### src/design/hrrs_pkg.sv
// Shared constants for the permanent row repair sequencer
package hrrs_pkg;
   // Core clock and repair timing, figures in their own units
   localparam int CORE_CLK_MHZ          = 250;
   localparam int REPAIR_PROGRAM_TIME_MS = 2000;
   localparam int REPAIR_EXIT_TIME_NS    = 15;
   localparam int REPAIR_SETTLE_TIME_US  = 50;
   // Least times, rounded up to whole core cycles
   localparam int REPAIR_PROGRAM_CYC =
      REPAIR_PROGRAM_TIME_MS * CORE_CLK_MHZ * 1000;
   localparam int REPAIR_EXIT_CYC =
      (REPAIR_EXIT_TIME_NS * CORE_CLK_MHZ + 999) / 1000;
   localparam int REPAIR_SETTLE_CYC = REPAIR_SETTLE_TIME_US * CORE_CLK_MHZ;

   // Register word indices; byte address is four times the index
   localparam logic [2:0] REG_WL_IDX      = 3'h0;
   localparam logic [2:0] REG_STATUS_IDX  = 3'h1;
   localparam logic [2:0] REG_SUPPORT_IDX = 3'h2;
   localparam logic [2:0] REG_ROW0_IDX    = 3'h3;
   localparam logic [2:0] REG_ROW1_IDX    = 3'h4;
   localparam logic [5:0] WL_RESET        = 6'h10;
   // Field positions
   localparam int STAT_MODE_BIT  = 0;
   localparam int STAT_BUSY_BIT  = 1;
   localparam int STAT_FUSE_LSB  = 4;
   localparam int SUP_HARD_BIT   = 7;
   localparam int SUP_SOFT_BIT   = 6;

   // Mode register selects {BG0, BA1, BA0}
   localparam logic [2:0] MR_KEY    = 3'h0;
   localparam logic [2:0] MR_REPAIR = 3'h4;
   localparam int MR4_HARD_BIT = 13;
   localparam int MR4_SOFT_BIT = 5;
   localparam int AP_BIT       = 10;
   // Guard key A11..A7, first step in element 0
   localparam logic [3:0][4:0] GUARD_KEY = {5'h07, 5'h17, 5'h0F, 5'h19};
   localparam logic [6:0] KEY_LOW_ONES = 7'h7F;
   localparam int DATA_BEATS = 4;
   localparam int NUM_BG     = 2;
   // Command codes {RAS_n, CAS_n, WE_n} with ACT_n high
   localparam logic [2:0] CMD_MRS = 3'h0;
   localparam logic [2:0] CMD_REF = 3'h1;
   localparam logic [2:0] CMD_PRE = 3'h2;
   localparam logic [2:0] CMD_WR  = 3'h4;

   typedef enum logic [3:0] {
      ST_IDLE, ST_KEY, ST_ARMED, ST_ROW, ST_LAT, ST_PROG,
      ST_PRE, ST_EXIT, ST_CLOSE, ST_SETTLE, ST_HOLD
   } hrrs_state_t;
endpackage : hrrs_pkg

### src/design/hrrs_sync.sv
// Two-stage synchroniser for pins from outside the core clock
`timescale 1ns/100ps
module hrrs_sync #(
   parameter int W = 1
) (
   input  wire logic         clk,
   input  wire logic         nrst,
   input  wire logic [W-1:0] d,
   output logic      [W-1:0] q
);
   typedef struct packed {
      logic [W-1:0] meta;
      logic [W-1:0] out;
   } hrrs_sync_t;

   hrrs_sync_t s;
   hrrs_sync_t next_s;

   always_comb begin
      next_s.meta = d;
      next_s.out  = s.meta;
   end

   always_ff @(posedge clk or negedge nrst) begin
      if (!nrst) begin
         s <= '0;
      end else begin
         s <= next_s;
      end
   end

   assign q = s.out;
endmodule : hrrs_sync

### src/design/hrrs_top.sv
// Permanent row repair sequencer: guard key, repair flow, register slave
// Overview of operation
// - One permanent repair per bank group only
// - Programmed repair undone only by reset, which loads FUSE_INIT
// - Entry qualified only by four-step guard key
// - Key: MR0, BG/BA zero, fixed A11..A7
// - Low address bits all ones always accepted
// - Upper bank group bit ignored for x16
// - Broken key: no repair, never hangs
// - After broken entry, ACT/WR act normally
// - No error indication for bad key
// - Write column and bank are ignored
// - Four low beats repair, high cancels
// - Commands accepted only after settling time
// - Refresh keeps all but repaired bank pair, auto-precharge flow only
// - Support bits 7 and 6 reported
`timescale 1ns/100ps
module hrrs_top
   import hrrs_pkg::*;
#(
   parameter int          DQ_W          = 16,
   parameter bit          X16           = 1'b1,
   parameter bit          STRICT_LOW    = 1'b1,
   parameter bit          SOFT_SUPPORT  = 1'b1,
   parameter int          PROG_CYCLES   = REPAIR_PROGRAM_CYC,
   parameter int          SETTLE_CYCLES = REPAIR_SETTLE_CYC,
   parameter logic [1:0]  FUSE_INIT     = 2'h0
) (
   input  wire logic               CORE_CLK,
   input  wire logic               NRST,
   input  wire logic [2:0]         AVS_ADDRESS,
   input  wire logic               AVS_READ,
   input  wire logic               AVS_WRITE,
   input  wire logic [31:0]        AVS_WRITEDATA,
   output logic      [31:0]        AVS_READDATA,
   output logic                    AVS_WAITREQUEST,
   input  wire logic               CK,
   input  wire logic               CS_N,
   input  wire logic               ACT_N,
   input  wire logic               RAS_N,
   input  wire logic               CAS_N,
   input  wire logic               WE_N,
   input  wire logic [1:0]         BG,
   input  wire logic [1:0]         BA,
   input  wire logic [17:0]        ADDR,
   input  wire logic [DQ_W-1:0]    DQ,
   output logic                    REPAIR_BUSY,
   output logic                    REF_STROBE,
   output logic [NUM_BG*4-1:0]     REF_SKIP_MASK,
   output logic [NUM_BG-1:0]       FUSE_VALID,
   output logic [NUM_BG*18-1:0]    FUSE_ROW
);
   localparam int PIN_W = 28 + DQ_W;

   typedef struct packed {
      hrrs_state_t                 st;
      logic [1:0]                  step;
      logic                        hard;
      logic                        bg;
      logic [1:0]                  ba;
      logic [17:0]                 row;
      logic                        ap;
      logic [6:0]                  beat;
      logic                        all_low;
      logic                        bad;
      logic [31:0]                 tmr;
      logic [NUM_BG-1:0]           fused;
      logic [NUM_BG-1:0][17:0]     frow;
      logic                        ck_d;
      logic                        ack;
      logic [31:0]                 rdata;
      logic [5:0]                  wl;
      logic                        ref_stb;
      logic [NUM_BG*4-1:0]         ref_mask;
   } hrrs_core_t;

   hrrs_core_t s;
   hrrs_core_t next_s;

   logic [PIN_W-1:0] pin_q;
   logic             ck_s;
   logic             cs_n_s;
   logic             act_n_s;
   logic [2:0]       rcw_s;
   logic [1:0]       bg_s;
   logic [1:0]       ba_s;
   logic [17:0]      addr_s;
   logic [DQ_W-1:0]  dq_s;

   hrrs_sync #(
      .W (PIN_W)
   ) u_pin_sync (
      .clk  (CORE_CLK),
      .nrst (NRST),
      .d    ({CK, CS_N, ACT_N, RAS_N, CAS_N, WE_N, BG, BA, ADDR, DQ}),
      .q    (pin_q)
   );

   assign {ck_s, cs_n_s, act_n_s, rcw_s, bg_s, ba_s, addr_s, dq_s} = pin_q;

   // Command decode on the sampled rising edge of CK
   logic       ck_rise;
   logic       cmd_v;
   logic       is_act;
   logic       is_mrs;
   logic       is_ref;
   logic       is_pre;
   logic       is_wr;
   logic [2:0] mr_sel;
   logic       mr_bg_ok;
   logic       key_hit;
   logic       mr4_wr;
   logic       mr4_clear;
   logic       beat_v;
   logic [6:0] beat_nx;
   logic       last_beat;
   logic       low_now;

   always_comb begin
      ck_rise  = ck_s & ~s.ck_d;
      cmd_v    = ck_rise & ~cs_n_s;
      is_act   = cmd_v & ~act_n_s;
      is_mrs   = cmd_v & act_n_s & (rcw_s == CMD_MRS);
      is_ref   = cmd_v & act_n_s & (rcw_s == CMD_REF);
      is_pre   = cmd_v & act_n_s & (rcw_s == CMD_PRE);
      is_wr    = cmd_v & act_n_s & (rcw_s == CMD_WR);
      mr_sel   = {bg_s[0], ba_s};
      mr_bg_ok = X16 | ~bg_s[1];
      mr4_wr   = is_mrs & mr_bg_ok & (mr_sel == MR_REPAIR);
      mr4_clear = mr4_wr & ~addr_s[MR4_HARD_BIT] & ~addr_s[MR4_SOFT_BIT];
      // All-ones low bits always pass; strict mode demands them
      key_hit  = is_mrs & mr_bg_ok & (mr_sel == MR_KEY)
                 & (addr_s[11:7] == GUARD_KEY[s.step])
                 & (~STRICT_LOW | (addr_s[6:0] == KEY_LOW_ONES));
      beat_nx  = s.beat + 7'h01;
      beat_v   = ck_rise & (beat_nx >= {1'b0, s.wl});
      last_beat = beat_v
                  & (beat_nx - {1'b0, s.wl} == 7'(DATA_BEATS - 1));
      low_now  = (dq_s == '0);
   end

   always_comb begin
      next_s          = s;
      next_s.ck_d     = ck_s;
      next_s.ref_stb  = is_ref;
      next_s.ref_mask = '0;
      next_s.ack      = (AVS_READ | AVS_WRITE) & ~s.ack;

      // In the auto-precharge flow refresh runs; bank pair of the repair row is skipped
      if (is_ref && s.ap && (s.st inside {ST_PROG, ST_PRE, ST_EXIT,
                                          ST_CLOSE, ST_SETTLE})) begin
         next_s.ref_mask[{s.bg, s.ba[1], 1'b0}] = 1'b1;
         next_s.ref_mask[{s.bg, s.ba[1], 1'b1}] = 1'b1;
      end

      unique case (s.st)
         ST_IDLE: begin
            if (mr4_wr && (addr_s[MR4_HARD_BIT] || addr_s[MR4_SOFT_BIT]))
            begin
               next_s.st   = ST_KEY;
               next_s.step = 2'h0;
               next_s.hard = addr_s[MR4_HARD_BIT];
            end
         end
         ST_KEY: begin
            if (cmd_v) begin
               if (key_hit && s.step == 2'h3) begin
                  next_s.step = 2'h0;
                  // Volatile repair flow is not carried out here
                  next_s.st   = s.hard ? ST_ARMED : ST_HOLD;
               end else if (key_hit) begin
                  next_s.step = s.step + 2'h1;
               end else begin
                  // Silent drop to hold, no flag anywhere
                  next_s.step = 2'h0;
                  next_s.st   = ST_HOLD;
               end
            end
         end
         ST_ARMED: begin
            if (is_act) begin
               next_s.st  = ST_ROW;
               next_s.bg  = bg_s[0];
               next_s.ba  = ba_s;
               next_s.row = addr_s;
            end else if (cmd_v) begin
               next_s.st = ST_HOLD;
            end
         end
         ST_ROW: begin
            if (is_wr) begin
               // Column and bank of the write are not looked at
               next_s.st      = ST_LAT;
               next_s.ap      = addr_s[AP_BIT];
               next_s.beat    = 7'h00;
               next_s.all_low = 1'b1;
            end else if (cmd_v) begin
               next_s.st = ST_HOLD;
            end
         end
         ST_LAT: begin
            if (ck_rise) begin
               next_s.beat = beat_nx;
            end
            if (beat_v) begin
               next_s.all_low = s.all_low & low_now;
            end
            // Only four low beats program; high or mixed cancels
            if (last_beat) begin
               if (s.all_low && low_now && !s.fused[s.bg]) begin
                  next_s.st  = ST_PROG;
                  next_s.tmr = '0;
                  next_s.bad = 1'b0;
               end else begin
                  next_s.st = ST_HOLD;
               end
            end
         end
         ST_PROG: begin
            // Anything but refresh spoils it; plain flow allows none
            if (cmd_v && !(is_ref && s.ap)) begin
               next_s.bad = 1'b1;
            end
            next_s.tmr = s.tmr + 32'h1;
            if (s.tmr == 32'(PROG_CYCLES - 1)) begin
               next_s.st = ST_PRE;
               if (!s.bad && !(cmd_v && !(is_ref && s.ap))) begin
                  next_s.fused[s.bg] = 1'b1;
                  next_s.frow[s.bg]  = s.row;
               end
            end
         end
         ST_PRE: begin
            if (is_pre) begin
               next_s.st  = ST_EXIT;
               next_s.tmr = '0;
            end
         end
         ST_EXIT: begin
            next_s.tmr = s.tmr + 32'h1;
            if (s.tmr == 32'(REPAIR_EXIT_CYC - 1)) begin
               next_s.st = ST_CLOSE;
            end
         end
         ST_CLOSE: begin
            if (mr4_wr && !addr_s[MR4_HARD_BIT]) begin
               next_s.st  = ST_SETTLE;
               next_s.tmr = '0;
            end
         end
         ST_SETTLE: begin
            next_s.tmr = s.tmr + 32'h1;
            if (s.tmr == 32'(SETTLE_CYCLES - 1)) begin
               next_s.st = ST_IDLE;
               next_s.ap = 1'b0;
            end
         end
         ST_HOLD: begin
            // ACT and WR pass to the array untouched here
            if (mr4_clear) begin
               next_s.st = ST_IDLE;
               next_s.ap = 1'b0;
            end
         end
      endcase

      // Register slave, answered one cycle after the request
      // Write lands only on the edge that sees waitrequest low
      if (AVS_WRITE && s.ack && AVS_ADDRESS == REG_WL_IDX) begin
         next_s.wl = AVS_WRITEDATA[5:0];
      end
      if (AVS_READ && !s.ack) begin
         next_s.rdata = '0;
         unique case (AVS_ADDRESS)
            REG_WL_IDX: next_s.rdata[5:0] = s.wl;
            REG_STATUS_IDX: begin
               next_s.rdata[STAT_MODE_BIT] = (s.st != ST_IDLE);
               next_s.rdata[STAT_BUSY_BIT] = REPAIR_BUSY;
               next_s.rdata[STAT_FUSE_LSB +: NUM_BG] = s.fused;
            end
            REG_SUPPORT_IDX: begin
               next_s.rdata[SUP_HARD_BIT] = 1'b1;
               next_s.rdata[SUP_SOFT_BIT] = SOFT_SUPPORT;
            end
            REG_ROW0_IDX: next_s.rdata[17:0] = s.frow[0];
            REG_ROW1_IDX: next_s.rdata[17:0] = s.frow[1];
            default: next_s.rdata = '0;
         endcase
      end
   end

   always_ff @(posedge CORE_CLK or negedge NRST) begin
      if (!NRST) begin
         s       <= '0;
         s.st    <= ST_IDLE;
         s.wl    <= WL_RESET;
         s.fused <= FUSE_INIT;
      end else begin
         s <= next_s;
      end
   end

   assign AVS_WAITREQUEST = (AVS_READ | AVS_WRITE) & ~s.ack;
   assign AVS_READDATA    = s.rdata;
   assign REPAIR_BUSY     = s.st inside {ST_PROG, ST_PRE, ST_EXIT,
                                         ST_CLOSE, ST_SETTLE};
   assign REF_STROBE      = s.ref_stb;
   assign REF_SKIP_MASK   = s.ref_mask;
   assign FUSE_VALID      = s.fused;
   assign FUSE_ROW        = s.frow;
endmodule : hrrs_top
### config.mk
export PLATFORM = sky130hd
export DESIGN_NAME = hrrs_top
export DESIGN_NICKNAME = d
export VERILOG_FILES = /design/src/design/hrrs_pkg.sv /design/src/design/hrrs_sync.sv /design/src/design/hrrs_top.sv
export SDC_FILE = /design/constraint.sdc
export NUM_CORES = 1
export LEC_CHECK = 0
export BUFFER_PORTS_ARGS = -buffer_cell sky130_fd_sc_hd__buf_4
export CAP_MARGIN = 20
export CORE_ASPECT_RATIO = 2
export CORE_MARGIN = 3
export CORE_UTILIZATION = 37
export CTS_CLUSTER_DIAMETER = 200
export DETAILED_ROUTE_END_ITERATION = 7
export PLACE_DENSITY = 0.58
export REMOVE_ABC_BUFFERS = 1
export SKIP_CTS_REPAIR_TIMING = 1
export SYNTH_ARGS = -nofsm -noshare
export SYNTH_HDL_FRONTEND = slang
export SYNTH_SLANG_ARGS = --single-unit
### constraint.sdc
create_clock -name CORE_CLK -period 5.8 [get_ports CORE_CLK]
set_clock_uncertainty 0.2 [all_clocks]
set_input_delay 0 -clock CORE_CLK [delete_from_list [all_inputs] [get_ports CORE_CLK]]
set_output_delay 0 -clock CORE_CLK [all_outputs]
set_load 0.05 [all_outputs]
==> results by group, run 1 <==
Status
  – Result of the run: complete, but fails checks
  – Failing checks: hold timing

Logic synthesis
  – Dominant cells by area after synthesis: sky130_fd_sc_hd__dfrtp_1 55%, sky130_fd_sc_hd__mux2_2 6.8%, sky130_fd_sc_hd__buf_4 5.8%, sky130_fd_sc_hd__o21ai_0 3.3%, sky130_fd_sc_hd__nand2_1 2.4%
  – Synth Area per Inst: 11.03 um2
  – Synth Register Bits: 224
  – Yosys top cell area share: 55.45%
  – Yosys warning count: 0
  – Largest area contributor in the netlist: sky130_fd_sc_hd__dfrtp_1
  – Async set-or-reset flop fraction in the synthesized netlist: 100.0%
  – Gate count after technology mapping: 912
  – Number of synthesized flops with an enable pin: 0
  – Sequential-to-total area share from yosys stat: 55.71%
  – Count of different cell masters after synthesis: 70
  – Top cells by count, synth: 223 x sky130_fd_sc_hd__dfrtp_1, 78 x sky130_fd_sc_hd__buf_4, 66 x sky130_fd_sc_hd__o21ai_0
  – Synth Cell Area: 10,060 um2
  – Library cell with the highest instance count after synthesis: sky130_fd_sc_hd__dfrtp_1
  – Ys flop type: sky130_fd_sc_hd__dfrtp_1

Critical path
  – Setup CP Type: flop to flop
  – Arr. time, crit path: 4.05 ns
  – Crit path capture: s[109]
  – R2R Path End: s[109]
  – Launching element type of the critical path: flop
  – Maximum fanout along the worst path: 20
  – Category of the worst setup path capture point: flop
  – Worst endpoint required time: 5.98 ns
  – Reg2reg setup slack: 1.93 ns
  – Timing startpoint of the critical path: s[121]
  – Depth of the most critical reg-to-reg path: 12
  – Reg-to-reg startpoint: s[121]

Final layout
  – Share of layout cells above drive strength 1: 23.00%
  – Number of nets in the layout: 1,167
  – Filler cell count: 2,481
  – Area of the multi-input gates: 3686 um2
  – Area growth syn-to-layout: 25.96%
  – Register cell area after layout: 5607 um2
  – Share of the core filled with cells: 47.67%
  – Antenna diodes: 0

Pwr
  – Leak Pwr: 5.707 nW
  – Power density relative to cell area: 266.6 nW/um2
  – VDD IR max: 0.0002172 V
  – Total power: 3.380 mW

STA
  – Period minus WS final: 3.875 ns
  – Final-layout setup total negative slack: 0 ns
  – Top achievable clock speed: 258.1 MHz
  – Share of the clock period used by the worst path: 66.81%
  – Final hold slack: -0.01772 ns
  – Final Max Slew Viols: 0
  – Finish-stage setup viols: 0
  – Fin. Hold Viols: 37
  – Worst Tran Pin Value: 1.118 ns
  – Worst relative slew slack: 25.23%
  – Unrepaired setup endpoints after global routing: false

Clock network
  – CTS tree: built
  – Cell chosen for the clock root: sky130_fd_sc_hd__clkbuf_16
  – Clock-pin slew reported for the worst setup and hold paths after clock tree synthesis: 0.07 ns
  – Later-pin clock latency in the skew report: 0.51 ns
  – CTS H-tree lvls: 1
  – Number of buffers on the longest clock path: 3
  – Num CTS Buffers: 21
  – Number of clock sinks seen by CTS: 224

Detailed routing
  – Total routed wirelength: 24,790 um
  – Initial DRT Pass Iterations: 4
  – DRC violation count after routing: 0
  – Post-detailed-route via-to-cell ratio: 5.147
  – Drt initial violations: 340
  – Antenna Nets Post-Route: 0
  – Mean routed wirelength per cell: 17.33 um
  – Number of vias after detailed routing: 7,366

GRT
  – Overflow after GRT: 0
  – Pin count of the biggest net entering global routing: 118
  – Vias in the first global route: 7,114
  – Total routing resource utilization after global routing: 16.26%
  – Number of antenna violations at the first check in global routing: 0
  – Global-route wire length before repair: 37,740 um

Die
  – Standard cell core area: 26,590 um2
  – IO Count: 164
  – FP Rows: 84
  – Total die area: 29,330 um2
  – Initial standard-cell utilization of the core: 37.85%
  – Floorplan die width: 122.6 um
  – Die span in y: 239.2 um

Worst hold path
  – Type of the worst min-delay path: input port to asynchronous set/reset pin

Placed design
  – Estimated wirelength of the detail-placed design: 17,260 um
  – RD Place Congestion: 0.8854
  – Count of input and output buffers: 122

Run
  – Number of max-capacitance violations reported: 0
## worst max-delay path, cell delays in order, from the launching register on
cell and delay (ns):
sky130_fd_sc_hd__dfrtp_1 0.46, sky130_fd_sc_hd__ha_1 0.32, sky130_fd_sc_hd__nand3_4 0.14, sky130_fd_sc_hd__xnor2_1 0.15, sky130_fd_sc_hd__ha_1 0.37, sky130_fd_sc_hd__a211oi_1 0.25, sky130_fd_sc_hd__o21ai_0 0.15, sky130_fd_sc_hd__a22o_1 0.24
sky130_fd_sc_hd__a2111oi_4 0.39, sky130_fd_sc_hd__a21oi_2 0.32, sky130_fd_sc_hd__buf_4 0.28, sky130_fd_sc_hd__a2111oi_0 0.40, sky130_fd_sc_hd__nor2_1 0.07
## how the worst min path moves through the flow
stage	endpoint	slack, ns	cells after the start	startpoint
finish	u_pin_sync.q[13]	-0.02	2	NRST
global placement	u_pin_sync.next_s[30]	-0.09	1	ADDR[14]
CTS	u_pin_sync.next_s[9]	-0.63	1	DQ[9]
detailed placement	u_pin_sync.next_s[38]	-0.09	1	WE_N
floorplan	AVS_READDATA[0]	-0.50	0	NRST
global route	u_pin_sync.next_s[5]	0.07	2	NRST
## sequential cells by signal (all words and copies together) (netlist names)
register and count:
REF_SKIP_MASK 4, AVS_READDATA 18, FUSE_VALID 2, u_pin_sync.q 43
FUSE_ROW 36, s 77, u_pin_sync.next_s 43, REF_STROBE 1
## metal layers
layer / vias up / routed length (um) / global-route usage (%)
met1: 3657 / 8730 / 16.99
li1: 3491 / - / -
met5: - / 0 / 0
met4: 0 / 806 / 6.322
met2: 171 / 14380 / 32.15
met3: 47 / 877 / 1.796
## power breakdown
group          internal [mW]  total [mW]  switching (mW)
Clock                  0.843        1.43           0.588
Combinational          0.142       0.311           0.169
Sequential              1.61        1.64          0.0253
Total                   2.60        3.38           0.783
## layout make-up
cell class                 instances  area share, %
inverter                          23         0.6811
tap                              344          3.396
sequential                       224          44.23
clock buffer                      28          4.590
multi-input combinational        560          29.08
timing repair buffer             243          16.98
clock inverter                     9          1.046
## placed cells by master, fill, tap and decap left out, types with 6 or more instances in the layout
cell,instances
sky130_fd_sc_hd__nand2_1,65
sky130_fd_sc_hd__nor2b_1,14
sky130_fd_sc_hd__a31oi_1,12
sky130_fd_sc_hd__or2_2,10
sky130_fd_sc_hd__ha_1,10
sky130_fd_sc_hd__buf_4,127
sky130_fd_sc_hd__nand2b_1,7
sky130_fd_sc_hd__and3_1,13
sky130_fd_sc_hd__nor4_1,13
sky130_fd_sc_hd__o21ai_0,65
sky130_fd_sc_hd__nor2_1,46
sky130_fd_sc_hd__and2_1,6
sky130_fd_sc_hd__a211oi_1,6
sky130_fd_sc_hd__inv_1,23
sky130_fd_sc_hd__nand4_1,17
sky130_fd_sc_hd__a21oi_1,32
sky130_fd_sc_hd__a22oi_1,13
sky130_fd_sc_hd__dlygate4sd3_1,112
sky130_fd_sc_hd__conb_1,14
sky130_fd_sc_hd__clkbuf_16,21
sky130_fd_sc_hd__o31ai_1,18
sky130_fd_sc_hd__nor3_1,23
sky130_fd_sc_hd__nand3_1,27
sky130_fd_sc_hd__mux2_2,61
sky130_fd_sc_hd__dfrtp_1,223
## kinds of logic after synthesis
family | synth area share [%]
and+or+nand+nor | 14.37
DFF | 55.71
AOI/OAI and AO/OA | 12.52
buffers and inverters | 8.268
muxes | 7.124
adders and majority gates | 1.442
xor gates and xnor gates | 0.5222
other | 0.03726
## per-stage QoR
step | area [um2] | std cells | setup WS, ns
after CTS | 11510 | 1317 | 1.913
after detailed placement | 10800 | 1280 | 1.937
after global routing | 12680 | 1431 | 1.599
after floorplan | 9366 | 807 | 2.377
final | 12680 | 1431 | 1.925
after global placement | 10800 | 1280 | 1.973
Note: power is estimated with default switching activity, not from simulation.
==> run 2, diff against run 1 <==
Settings changed: ABC_AREA from default to 1, PLACE_DENSITY 0.58 to 0.6.
Clock period 5.8 ns to 3.5 ns, I/O delays scaled along.
==> results by group, run 2 <==
Pwr
  – Share of power burned in the clock network: 42.3% (about the same)
  – Switching pwr: 1.356 mW (+73%)
  – Power density relative to cell area: 441.6 nW/um2 (+66%)
  – Leak Pwr: 6.683 nW (+17%)
  – Internal portion of total power: 4.410 mW (+70%)
  – Combinational cell fraction of total power: 10.2% (+1.0 points)
  – Share of total power in sequential cells: 47.5% (-1.0 points)
  – Total power: 5.766 mW (+71%)
  – Switching fraction of total power: 23.52% (+0.37 points)
  – VDD IR max: 0.0002852 V (+31%)

Die
  – Die span in y: 243.8 um (+1.9%)
  – FP Rows: 86 (+2.4%)
  – Floorplan die width: 124.9 um (+1.9%)
  – Standard cell core area: 27,650 um2 (+4.0%)
  – Initial standard-cell utilization of the core: 37.82% (about the same)
  – IO Count: 164 (unchanged)
  – Total die area: 30,450 um2 (+3.8%)

Critical path
  – Worst endpoint required time: 3.68 ns (-2.30 ns)
  – Slowest-stage cell, CP: sky130_fd_sc_hd__dfrtp_1
  – Launching element type of the critical path: flop
  – Family with the most delay on the worst path: simple AND/OR/NAND/NOR gates
  – Category of the worst setup path capture point: flop
  – CP most frequent cell: sky130_fd_sc_hd__nand2_1
  – Buffers and inverters on the worst path: 3 (+2)
  – Delay of the slowest cell on the worst path: 0.42 ns (-0.04 ns)
  – Maximum fanout along the worst path: 32 (+60%)
  – Setup CP Type: flop to flop
  – Cells along the critical path: ha_1 > nand3_1 > xor2_1 > inv_1 > ha_1 > nand2_1 > nor2_1 > nand2_1 > inv_1 > nor2_1 > nand2_1 > nand2_1 > nor2_1 > nand2_1 > nand2_1 > nand3_2 > buf_4 > nand2_1 > nand2_1
  – Arr. time, crit path: 3.10 ns (-0.95 ns)

Clock network
  – CTS H-tree lvls: 1 (unchanged)
  – Number of clock sinks seen by CTS: 224 (unchanged)
  – Cell chosen for the clock root: sky130_fd_sc_hd__clkbuf_16
  – Number of buffers on the longest clock path: 3 (unchanged)
  – Num CTS Buffers: 21 (unchanged)
  – CTS tree: built
  – Clock-pin slew reported for the worst setup and hold paths after clock tree synthesis: 0.06 ns (about the same)
  – Later-pin clock latency in the skew report: 0.51 ns (about the same)

Logic synthesis
  – Largest area contributor in the netlist: sky130_fd_sc_hd__dfrtp_1
  – Library cell with the highest instance count after synthesis: sky130_fd_sc_hd__nand2_1
  – Main combinational cell family by area after synthesis: simple AND/OR/NAND/NOR gates
  – Count of different cell masters after synthesis: 40 (-43%)
  – Yosys top cell area share: 53.35% (-2.1 points)
  – Sequential-to-total area share from yosys stat: 53.60% (-2.1 points)
  – Number of synthesized flops with an enable pin: 0 (unchanged)
  – Yosys warning count: 0 (unchanged)
  – Post-synthesis adder-cell area fraction: 1.388% (-0.055 points)
  – Synth Cell Area: 10,460 um2 (+3.9%)
  – Xor/xnor share of the synthesized area: 0.4187% (-0.10 points)
  – Gate count after technology mapping: 1,265 (+39%)
  – Synth Area per Inst: 8.269 um2 (-25%)
  – Ys flop type: sky130_fd_sc_hd__dfrtp_1
  – Synth Register Bits: 224 (unchanged)
  – Multiplexer fraction of the synthesized cell area: 0.1077% (-7.0 points)
  – Post-synthesis simple-gate area fraction: 29.11% (+15 points)
  – Top cells by count, synth: 429 x sky130_fd_sc_hd__nand2_1, 223 x sky130_fd_sc_hd__dfrtp_1, 119 x sky130_fd_sc_hd__nor2_1
  – Async set-or-reset flop fraction in the synthesized netlist: 100.0% (unchanged)
  – Dominant cells by area after synthesis: sky130_fd_sc_hd__dfrtp_1 53%, sky130_fd_sc_hd__nand2_1 15%, sky130_fd_sc_hd__buf_4 5.7%, sky130_fd_sc_hd__nand3_1 5.4%, sky130_fd_sc_hd__nor2_1 4.3%
  – Compound-Gate Fraction of Synth Area: 4.115% (-8.4 points)

GRT
  – Overflow after GRT: 0 (unchanged)
  – Global-route wire length before repair: 40,340 um (+6.9%)
  – Pin count of the biggest net entering global routing: 115 (-2.5%)
  – Grt met3 use: 2.018% (+0.22 points)
  – Number of antenna violations at the first check in global routing: 0 (unchanged)
  – GRT busiest layer: met2
  – Met2 layer usage reported by global route: 32.81% (+0.66 points)
  – Global-route met1 utilization: 15.78% (-1.2 points)
  – Vias in the first global route: 8,131 (+14%)
  – Total routing resource utilization after global routing: 16.30% (+0.041 points)

STA
  – Final Max Slew Viols: 0 (unchanged)
  – Worst Tran Pin Value: 0.8894 ns (-0.2285 ns)
  – Final hold slack: -0.05319 ns (-0.03546 ns)
  – Finish-stage setup viols: 0 (unchanged)
  – Unrepaired setup endpoints after global routing: false
  – Top achievable clock speed: 342.4 MHz (+33%)
  – Final-layout setup total negative slack: 0 ns (unchanged)
  – Fin. Hold Viols: 43 (+16%)
  – Period minus WS final: 2.921 ns (-0.9541 ns)
  – Share of the clock period used by the worst path: 83.45% (+17 points)
  – Worst relative slew slack: 40.71% (+15 points)

Placed design
  – RD Place Congestion: 0.9270 (+4.7%)
  – Count of input and output buffers: 122 (unchanged)
  – Estimated wirelength of the detail-placed design: 18,820 um (+9.1%)
  – Cell Area, Placed: 11,260 um2 (+4.2%)

Detailed routing
  – Number of vias after detailed routing: 8,511 (+16%)
  – DRC violation count after routing: 0 (unchanged)
  – Mean routed wirelength per cell: 14.33 um (-17%)
  – Antenna Nets Post-Route: 0 (unchanged)
  – Post-detailed-route via-to-cell ratio: 4.726 (-8.2%)
  – Total routed wirelength: 25,810 um (+4.1%)
  – Drt initial violations: 444 (+31%)
  – Initial DRT Pass Iterations: 7 (+3)

Final layout
  – Filler cell count: 2,618 (+5.5%)
  – Most frequent standard cell in the layout excluding fill and tap cells: sky130_fd_sc_hd__nand2_1
  – Finished Cell Area: 13,060 um2 (+3.0%)
  – Flip-flop count of the largest register after layout: 77 (unchanged)
  – Most used cells in the layout excluding fill and tap cells: 429 x sky130_fd_sc_hd__nand2_1, 223 x sky130_fd_sc_hd__dfrtp_1, 131 x sky130_fd_sc_hd__buf_4
  – Largest register by flop count: s
  – Share of layout cells above drive strength 1: 13.18% (-9.8 points)
  – Number of nets in the layout: 1,530 (+31%)
  – Antenna diodes: 0 (unchanged)
  – Area growth syn-to-layout: 24.83%

Status
  – Failing checks: hold timing
  – Result of the run: complete, but fails checks

Worst hold path
  – Type of the worst min-delay path: input port to asynchronous set/reset pin

Run
  – Number of max-capacitance violations reported: 0 (unchanged)
-- run 2: changes by cell type after synthesis, sizes merged, moves of 19 or more --
| cell | before | now |
|---|---|---|
| inv | 23 | 117 |
| nor2 | 46 | 126 |
| mux2 | 61 | 1 |
| a21oi | 33 | 14 |
| nand2 | 66 | 433 |
| o21ai | 66 | 33 |
| nand3 | 28 | 114 |
-- run 2: stage by stage --
| step | utilization (%) | hold WS (ns) | cells | setup slack, ns |
|---|---|---|---|---|
| detailed placement | 40.70 | -0.08945 | 1659 | 0.5922 |
| CTS | 43.38 | -0.6204 | 1695 | 0.5858 |
| global route | 47.22 | 0.03635 | 1801 | 0.1590 |
| finish | 47.22 | -0.05319 | 1801 | 0.5792 |
| global placement | 40.70 | -0.09046 | 1659 | 0.5929 |
| floorplan | - | -0.4956 | 1173 | 0.3965 |
-- run 2: worst register-to-register path: stages, from the launching register on --
cell and delay (ns):
sky130_fd_sc_hd__dfrtp_1 0.42, sky130_fd_sc_hd__ha_1 0.26, sky130_fd_sc_hd__nand3_1 0.13, sky130_fd_sc_hd__xor2_1 0.19, sky130_fd_sc_hd__inv_1 0.06, sky130_fd_sc_hd__ha_1 0.34, sky130_fd_sc_hd__nand2_1 0.09, sky130_fd_sc_hd__nor2_1 0.12
sky130_fd_sc_hd__nand2_1 0.08, sky130_fd_sc_hd__inv_1 0.06, sky130_fd_sc_hd__nor2_1 0.04, sky130_fd_sc_hd__nand2_1 0.05, sky130_fd_sc_hd__nand2_1 0.05, sky130_fd_sc_hd__nor2_1 0.09, sky130_fd_sc_hd__nand2_1 0.06, sky130_fd_sc_hd__nand2_1 0.09
sky130_fd_sc_hd__nand3_2 0.07, sky130_fd_sc_hd__buf_4 0.25, sky130_fd_sc_hd__nand2_1 0.12, sky130_fd_sc_hd__nand2_1 0.05
-- run 2: area by class of cell --
class,instances,area [um2],area share [%]
flip-flops and latches,224,5607,42.94
well taps,352,440.4,3.373
inverters,117,439.2,3.363
multi-input cells,832,3731,28.57
clock inverters,8,148.9,1.140
repair buffers,240,2100,16.08
clock buffers,28,591.8,4.532
-- run 2: layer usage --
layer / up-vias / wire length (um)
met5: - / 0
met4: 0 / 1268
met3: 66 / 814
met2: 171 / 14650
met1: 4037 / 9082
li1: 4237 / -
-- run 2: cell families (layout without fill, tap and decap cells) --
logic type,Yosys count,after routing
buf+inv,222,393
mux,1,1
other cells,1,14
flops,224,224
xor+xnor,5,5
simple gates,726,726
compound gates,75,75
fa+ha+maj,11,11
-- run 2: final timing paths --
kind	startpoint	to	slack [ns]	cells after the start
max	s[121]	s[107]	0.58	19
min	NRST	REF_SKIP_MASK[3]	-0.05	2
max reg2reg	s[121]	s[107]	0.58	19
min reg2reg	u_pin_sync.next_s[9]	u_pin_sync.q[9]	0.14	0
max in group asynchronous	NRST	u_pin_sync.next_s[32]	2.28	3
min in group CORE_CLK	AVS_WRITEDATA[0]	s[9]	0.09	3
-- run 2: power by group through the flow --
stage	sequential (mW)	clock [mW]	combinational (mW)
after floorplan	2.88	0	0.179
after global placement	2.79	0	0.480
after detailed placement	2.79	0	0.486
after CTS	2.74	2.52	0.488
after global routing	2.75	2.61	0.645
final	2.74	2.44	0.588
==> run 3, diff against run 2 <==
Clock period 3.5 ns to 2.6 ns, I/O delays scaled along.
==> results by group, run 3 (same netlist as run 2, synthesis figures left out) <==
Critical path
  – Worst endpoint required time: 2.80 ns (-0.88 ns)
  – Reg-to-reg startpoint: s[121]
  – Family with the most delay on the worst path: simple AND/OR/NAND/NOR gates
  – Reg2reg setup slack: -0.06 ns (-0.64 ns)
  – Depth of the most critical reg-to-reg path: 17 (-2)
  – Launching element type of the critical path: flop
  – Maximum fanout along the worst path: 32 (unchanged)
  – Setup CP Type: flop to flop
  – Slowest-stage cell, CP: sky130_fd_sc_hd__dfrtp_2
  – Arr. time, crit path: 2.87 ns (-0.23 ns)
  – Delay of the slowest cell on the worst path: 0.46 ns (+0.04 ns)
  – Cells along the critical path: ha_4 > xor2_1 > ha_1 > nand2_1 > nor2_4 > nand2_2 > inv_2 > nor2_2 > nand2_1 > nand2_1 > nor2_1 > nand2_1 > nand2_2 > nand3_2 > buf_12 > nand2_1 > nand2_1
  – CP most frequent cell: sky130_fd_sc_hd__nand2_1
  – Buffers and inverters on the worst path: 2 (-1)
  – R2R Path End: s[105]
  – Category of the worst setup path capture point: flop

STA
  – Top achievable clock speed: 375.3 MHz (+9.6%)
  – Worst relative slew slack: 52.54% (+12 points)
  – Setup ws final: -0.06442 ns (-0.6436 ns)
  – Period minus WS final: 2.664 ns (-0.2564 ns)
  – Worst Tran Pin Value: 0.7111 ns (-0.1784 ns)
  – Fin. Hold Viols: 0 (-100%)
  – Share of the clock period used by the worst path: 102.5% (+19 points)
  – Final Max Slew Viols: 0 (unchanged)
  – Unrepaired setup endpoints after global routing: true
  – Finish-stage setup viols: 34 (+34)

Detailed routing
  – DRC violation count after routing: 0 (unchanged)
  – Drt initial violations: 396 (-11%)
  – Antenna Nets Post-Route: 0 (unchanged)
  – Mean routed wirelength per cell: 14.96 um (+4.4%)
  – Total routed wirelength: 27,430 um (+6.3%)
  – Initial DRT Pass Iterations: 5 (-2)
  – Number of vias after detailed routing: 8,724 (+2.5%)
  – Post-detailed-route via-to-cell ratio: 4.757 (+0.66%)

Worst hold path
  – Hold Crit Start: AVS_WRITEDATA[0]
  – Hold Path Sink: s[9]
  – Type of the worst min-delay path: input port to flop
  – Instance count along the most critical hold path: 3

Clock network
  – CTS tree: built
  – Number of buffers on the longest clock path: 3 (unchanged)
  – CTS H-tree lvls: 1 (unchanged)
  – Cell chosen for the clock root: sky130_fd_sc_hd__clkbuf_16
  – Later-pin clock latency in the skew report: 0.51 ns (about the same)
  – Number of clock sinks seen by CTS: 224 (unchanged)
  – Clock-pin slew reported for the worst setup and hold paths after clock tree synthesis: 0.08 ns (+0.02 ns)
  – Num CTS Buffers: 20 (-4.8%)

Status
  – Failing checks: setup timing
  – Result of the run: complete, but fails checks

Die
  – Die span in y: 243.8 um (unchanged)
  – Standard cell core area: 27,650 um2 (unchanged)
  – Initial standard-cell utilization of the core: 37.82% (unchanged)
  – Floorplan die width: 124.9 um (unchanged)
  – Total die area: 30,450 um2 (unchanged)
  – FP Rows: 86 (unchanged)
  – IO Count: 164 (unchanged)

Final layout
  – Final cell count without fillers: 1,834 (+1.8%)
  – Largest register by flop count: s
  – Flip-flop count of the largest register after layout: 77 (unchanged)
  – Area growth syn-to-layout: 28.83%
  – Antenna diodes: 0 (unchanged)
  – Most used cells in the layout excluding fill and tap cells: 421 x sky130_fd_sc_hd__nand2_1, 221 x sky130_fd_sc_hd__dfrtp_1, 158 x sky130_fd_sc_hd__buf_4
  – Number of nets in the layout: 1,562 (+2.1%)
  – Share of layout cells above drive strength 1: 16.73% (+3.6 points)
  – Most frequent standard cell in the layout excluding fill and tap cells: sky130_fd_sc_hd__nand2_1

GRT
  – Number of antenna violations at the first check in global routing: 0 (unchanged)
  – Overflow after GRT: 0 (unchanged)
  – Global-route wire length before repair: 42,830 um (+6.2%)
  – Total routing resource utilization after global routing: 17.28% (+0.97 points)
  – Pin count of the biggest net entering global routing: 74 (-36%)
  – Vias in the first global route: 8,481 (+4.3%)

Placed design
  – Count of input and output buffers: 122 (unchanged)
  – RD Place Congestion: 0.9559 (+3.1%)
  – Estimated wirelength of the detail-placed design: 20,040 um (+6.4%)
  – Cell count after placement: 1,689 (+1.8%)

Pwr
  – Switching pwr: 1.881 mW (+39%)
  – Leak Pwr: 6.856 nW (+2.6%)
  – Internal portion of total power: 5.946 mW (+35%)
  – Combinational cell fraction of total power: 10.8% (+0.6 points)
  – Total power: 7.828 mW (+36%)
  – Power density relative to cell area: 580.9 nW/um2 (+32%)
  – Switching fraction of total power: 24.04% (+0.52 points)
  – Share of power burned in the clock network: 42.0% (-0.3 points)
  – VDD IR max: 0.0004940 V (+73%)
  – Share of total power in sequential cells: 47.1% (-0.4 points)

Run
  – Number of max-capacitance violations reported: 0 (unchanged)
run 3: final cells by class:
class | instances | area (um2)
Fill cell | 2613 | 14180
Sequential cell | 224 | 5609
Multi-Input combinational cell | 832 | 3875
Timing Repair Buffer | 273 | 2386
Clock buffer | 30 | 589.3
Tap cell | 352 | 440.4
Inverter | 117 | 439.2
Clock inverter | 6 | 136.4
run 3: metal layers:
metal	vias to the layer above	GRT usage [%]	share of wire, %
li1	4307	-	-
met1	4107	17.19	35
met2	226	34.17	56
met3	84	1.996	3.4
met4	0	9.291	5.4
met5	-	0	0
run 3: worst max-delay path by stage:
stage	start	depth (start not counted)	end	slack, ns
detailed placement	s[121]	19	s[154]	-0.14
finish	s[121]	17	s[105]	-0.06
global placement	s[121]	19	s[94]	-0.1
global route	s[122]	20	s[91]	-0.29
CTS	s[121]	19	s[154]	-0.18
floorplan	s[87]	10	FUSE_ROW[0]	-0.50
run 3: stage by stage:
| step | setup slack (ns) | setup TNS, ns | hold WS, ns | util, % | instance area [um2] |
|---|---|---|---|---|---|
| floorplan | -0.5035 | -26.00 | -0.4956 | - | 9774 |
| global placement | -0.09994 | -3.307 | -0.1930 | 41.61 | 11510 |
| detailed placement | -0.1446 | -4.448 | -0.1946 | 41.61 | 11510 |
| CTS | -0.1771 | -5.796 | -0.7432 | 44.23 | 12230 |
| global route | -0.2910 | -9.895 | 0.1037 | 48.73 | 13480 |
| finish | -0.06442 | -1.567 | 0.09217 | 48.73 | 13480 |
run 3: worst register-to-register path: stages, from the launching register on:
cell                      delay (ns)
sky130_fd_sc_hd__dfrtp_2        0.46
sky130_fd_sc_hd__ha_4           0.19
sky130_fd_sc_hd__xor2_1         0.15
sky130_fd_sc_hd__ha_1           0.40
sky130_fd_sc_hd__nand2_1        0.13
sky130_fd_sc_hd__nor2_4         0.13
sky130_fd_sc_hd__nand2_2        0.07
sky130_fd_sc_hd__inv_2          0.05
sky130_fd_sc_hd__nor2_2         0.03
sky130_fd_sc_hd__nand2_1        0.05
sky130_fd_sc_hd__nand2_1        0.05
sky130_fd_sc_hd__nor2_1         0.09
sky130_fd_sc_hd__nand2_1        0.07
sky130_fd_sc_hd__nand2_2        0.08
sky130_fd_sc_hd__nand3_2        0.09
sky130_fd_sc_hd__buf_12         0.19
sky130_fd_sc_hd__nand2_1        0.09
sky130_fd_sc_hd__nand2_1        0.05
run 3: power groups by stage:
stage / clock [mW] / combinational (mW) / sequential, mW
floorplan: 0 / 0.240 / 3.87
global placement: 0 / 0.679 / 3.75
detailed placement: 0 / 0.689 / 3.75
CTS: 3.37 / 0.690 / 3.69
global route: 3.51 / 0.927 / 3.70
finish: 3.29 / 0.848 / 3.69
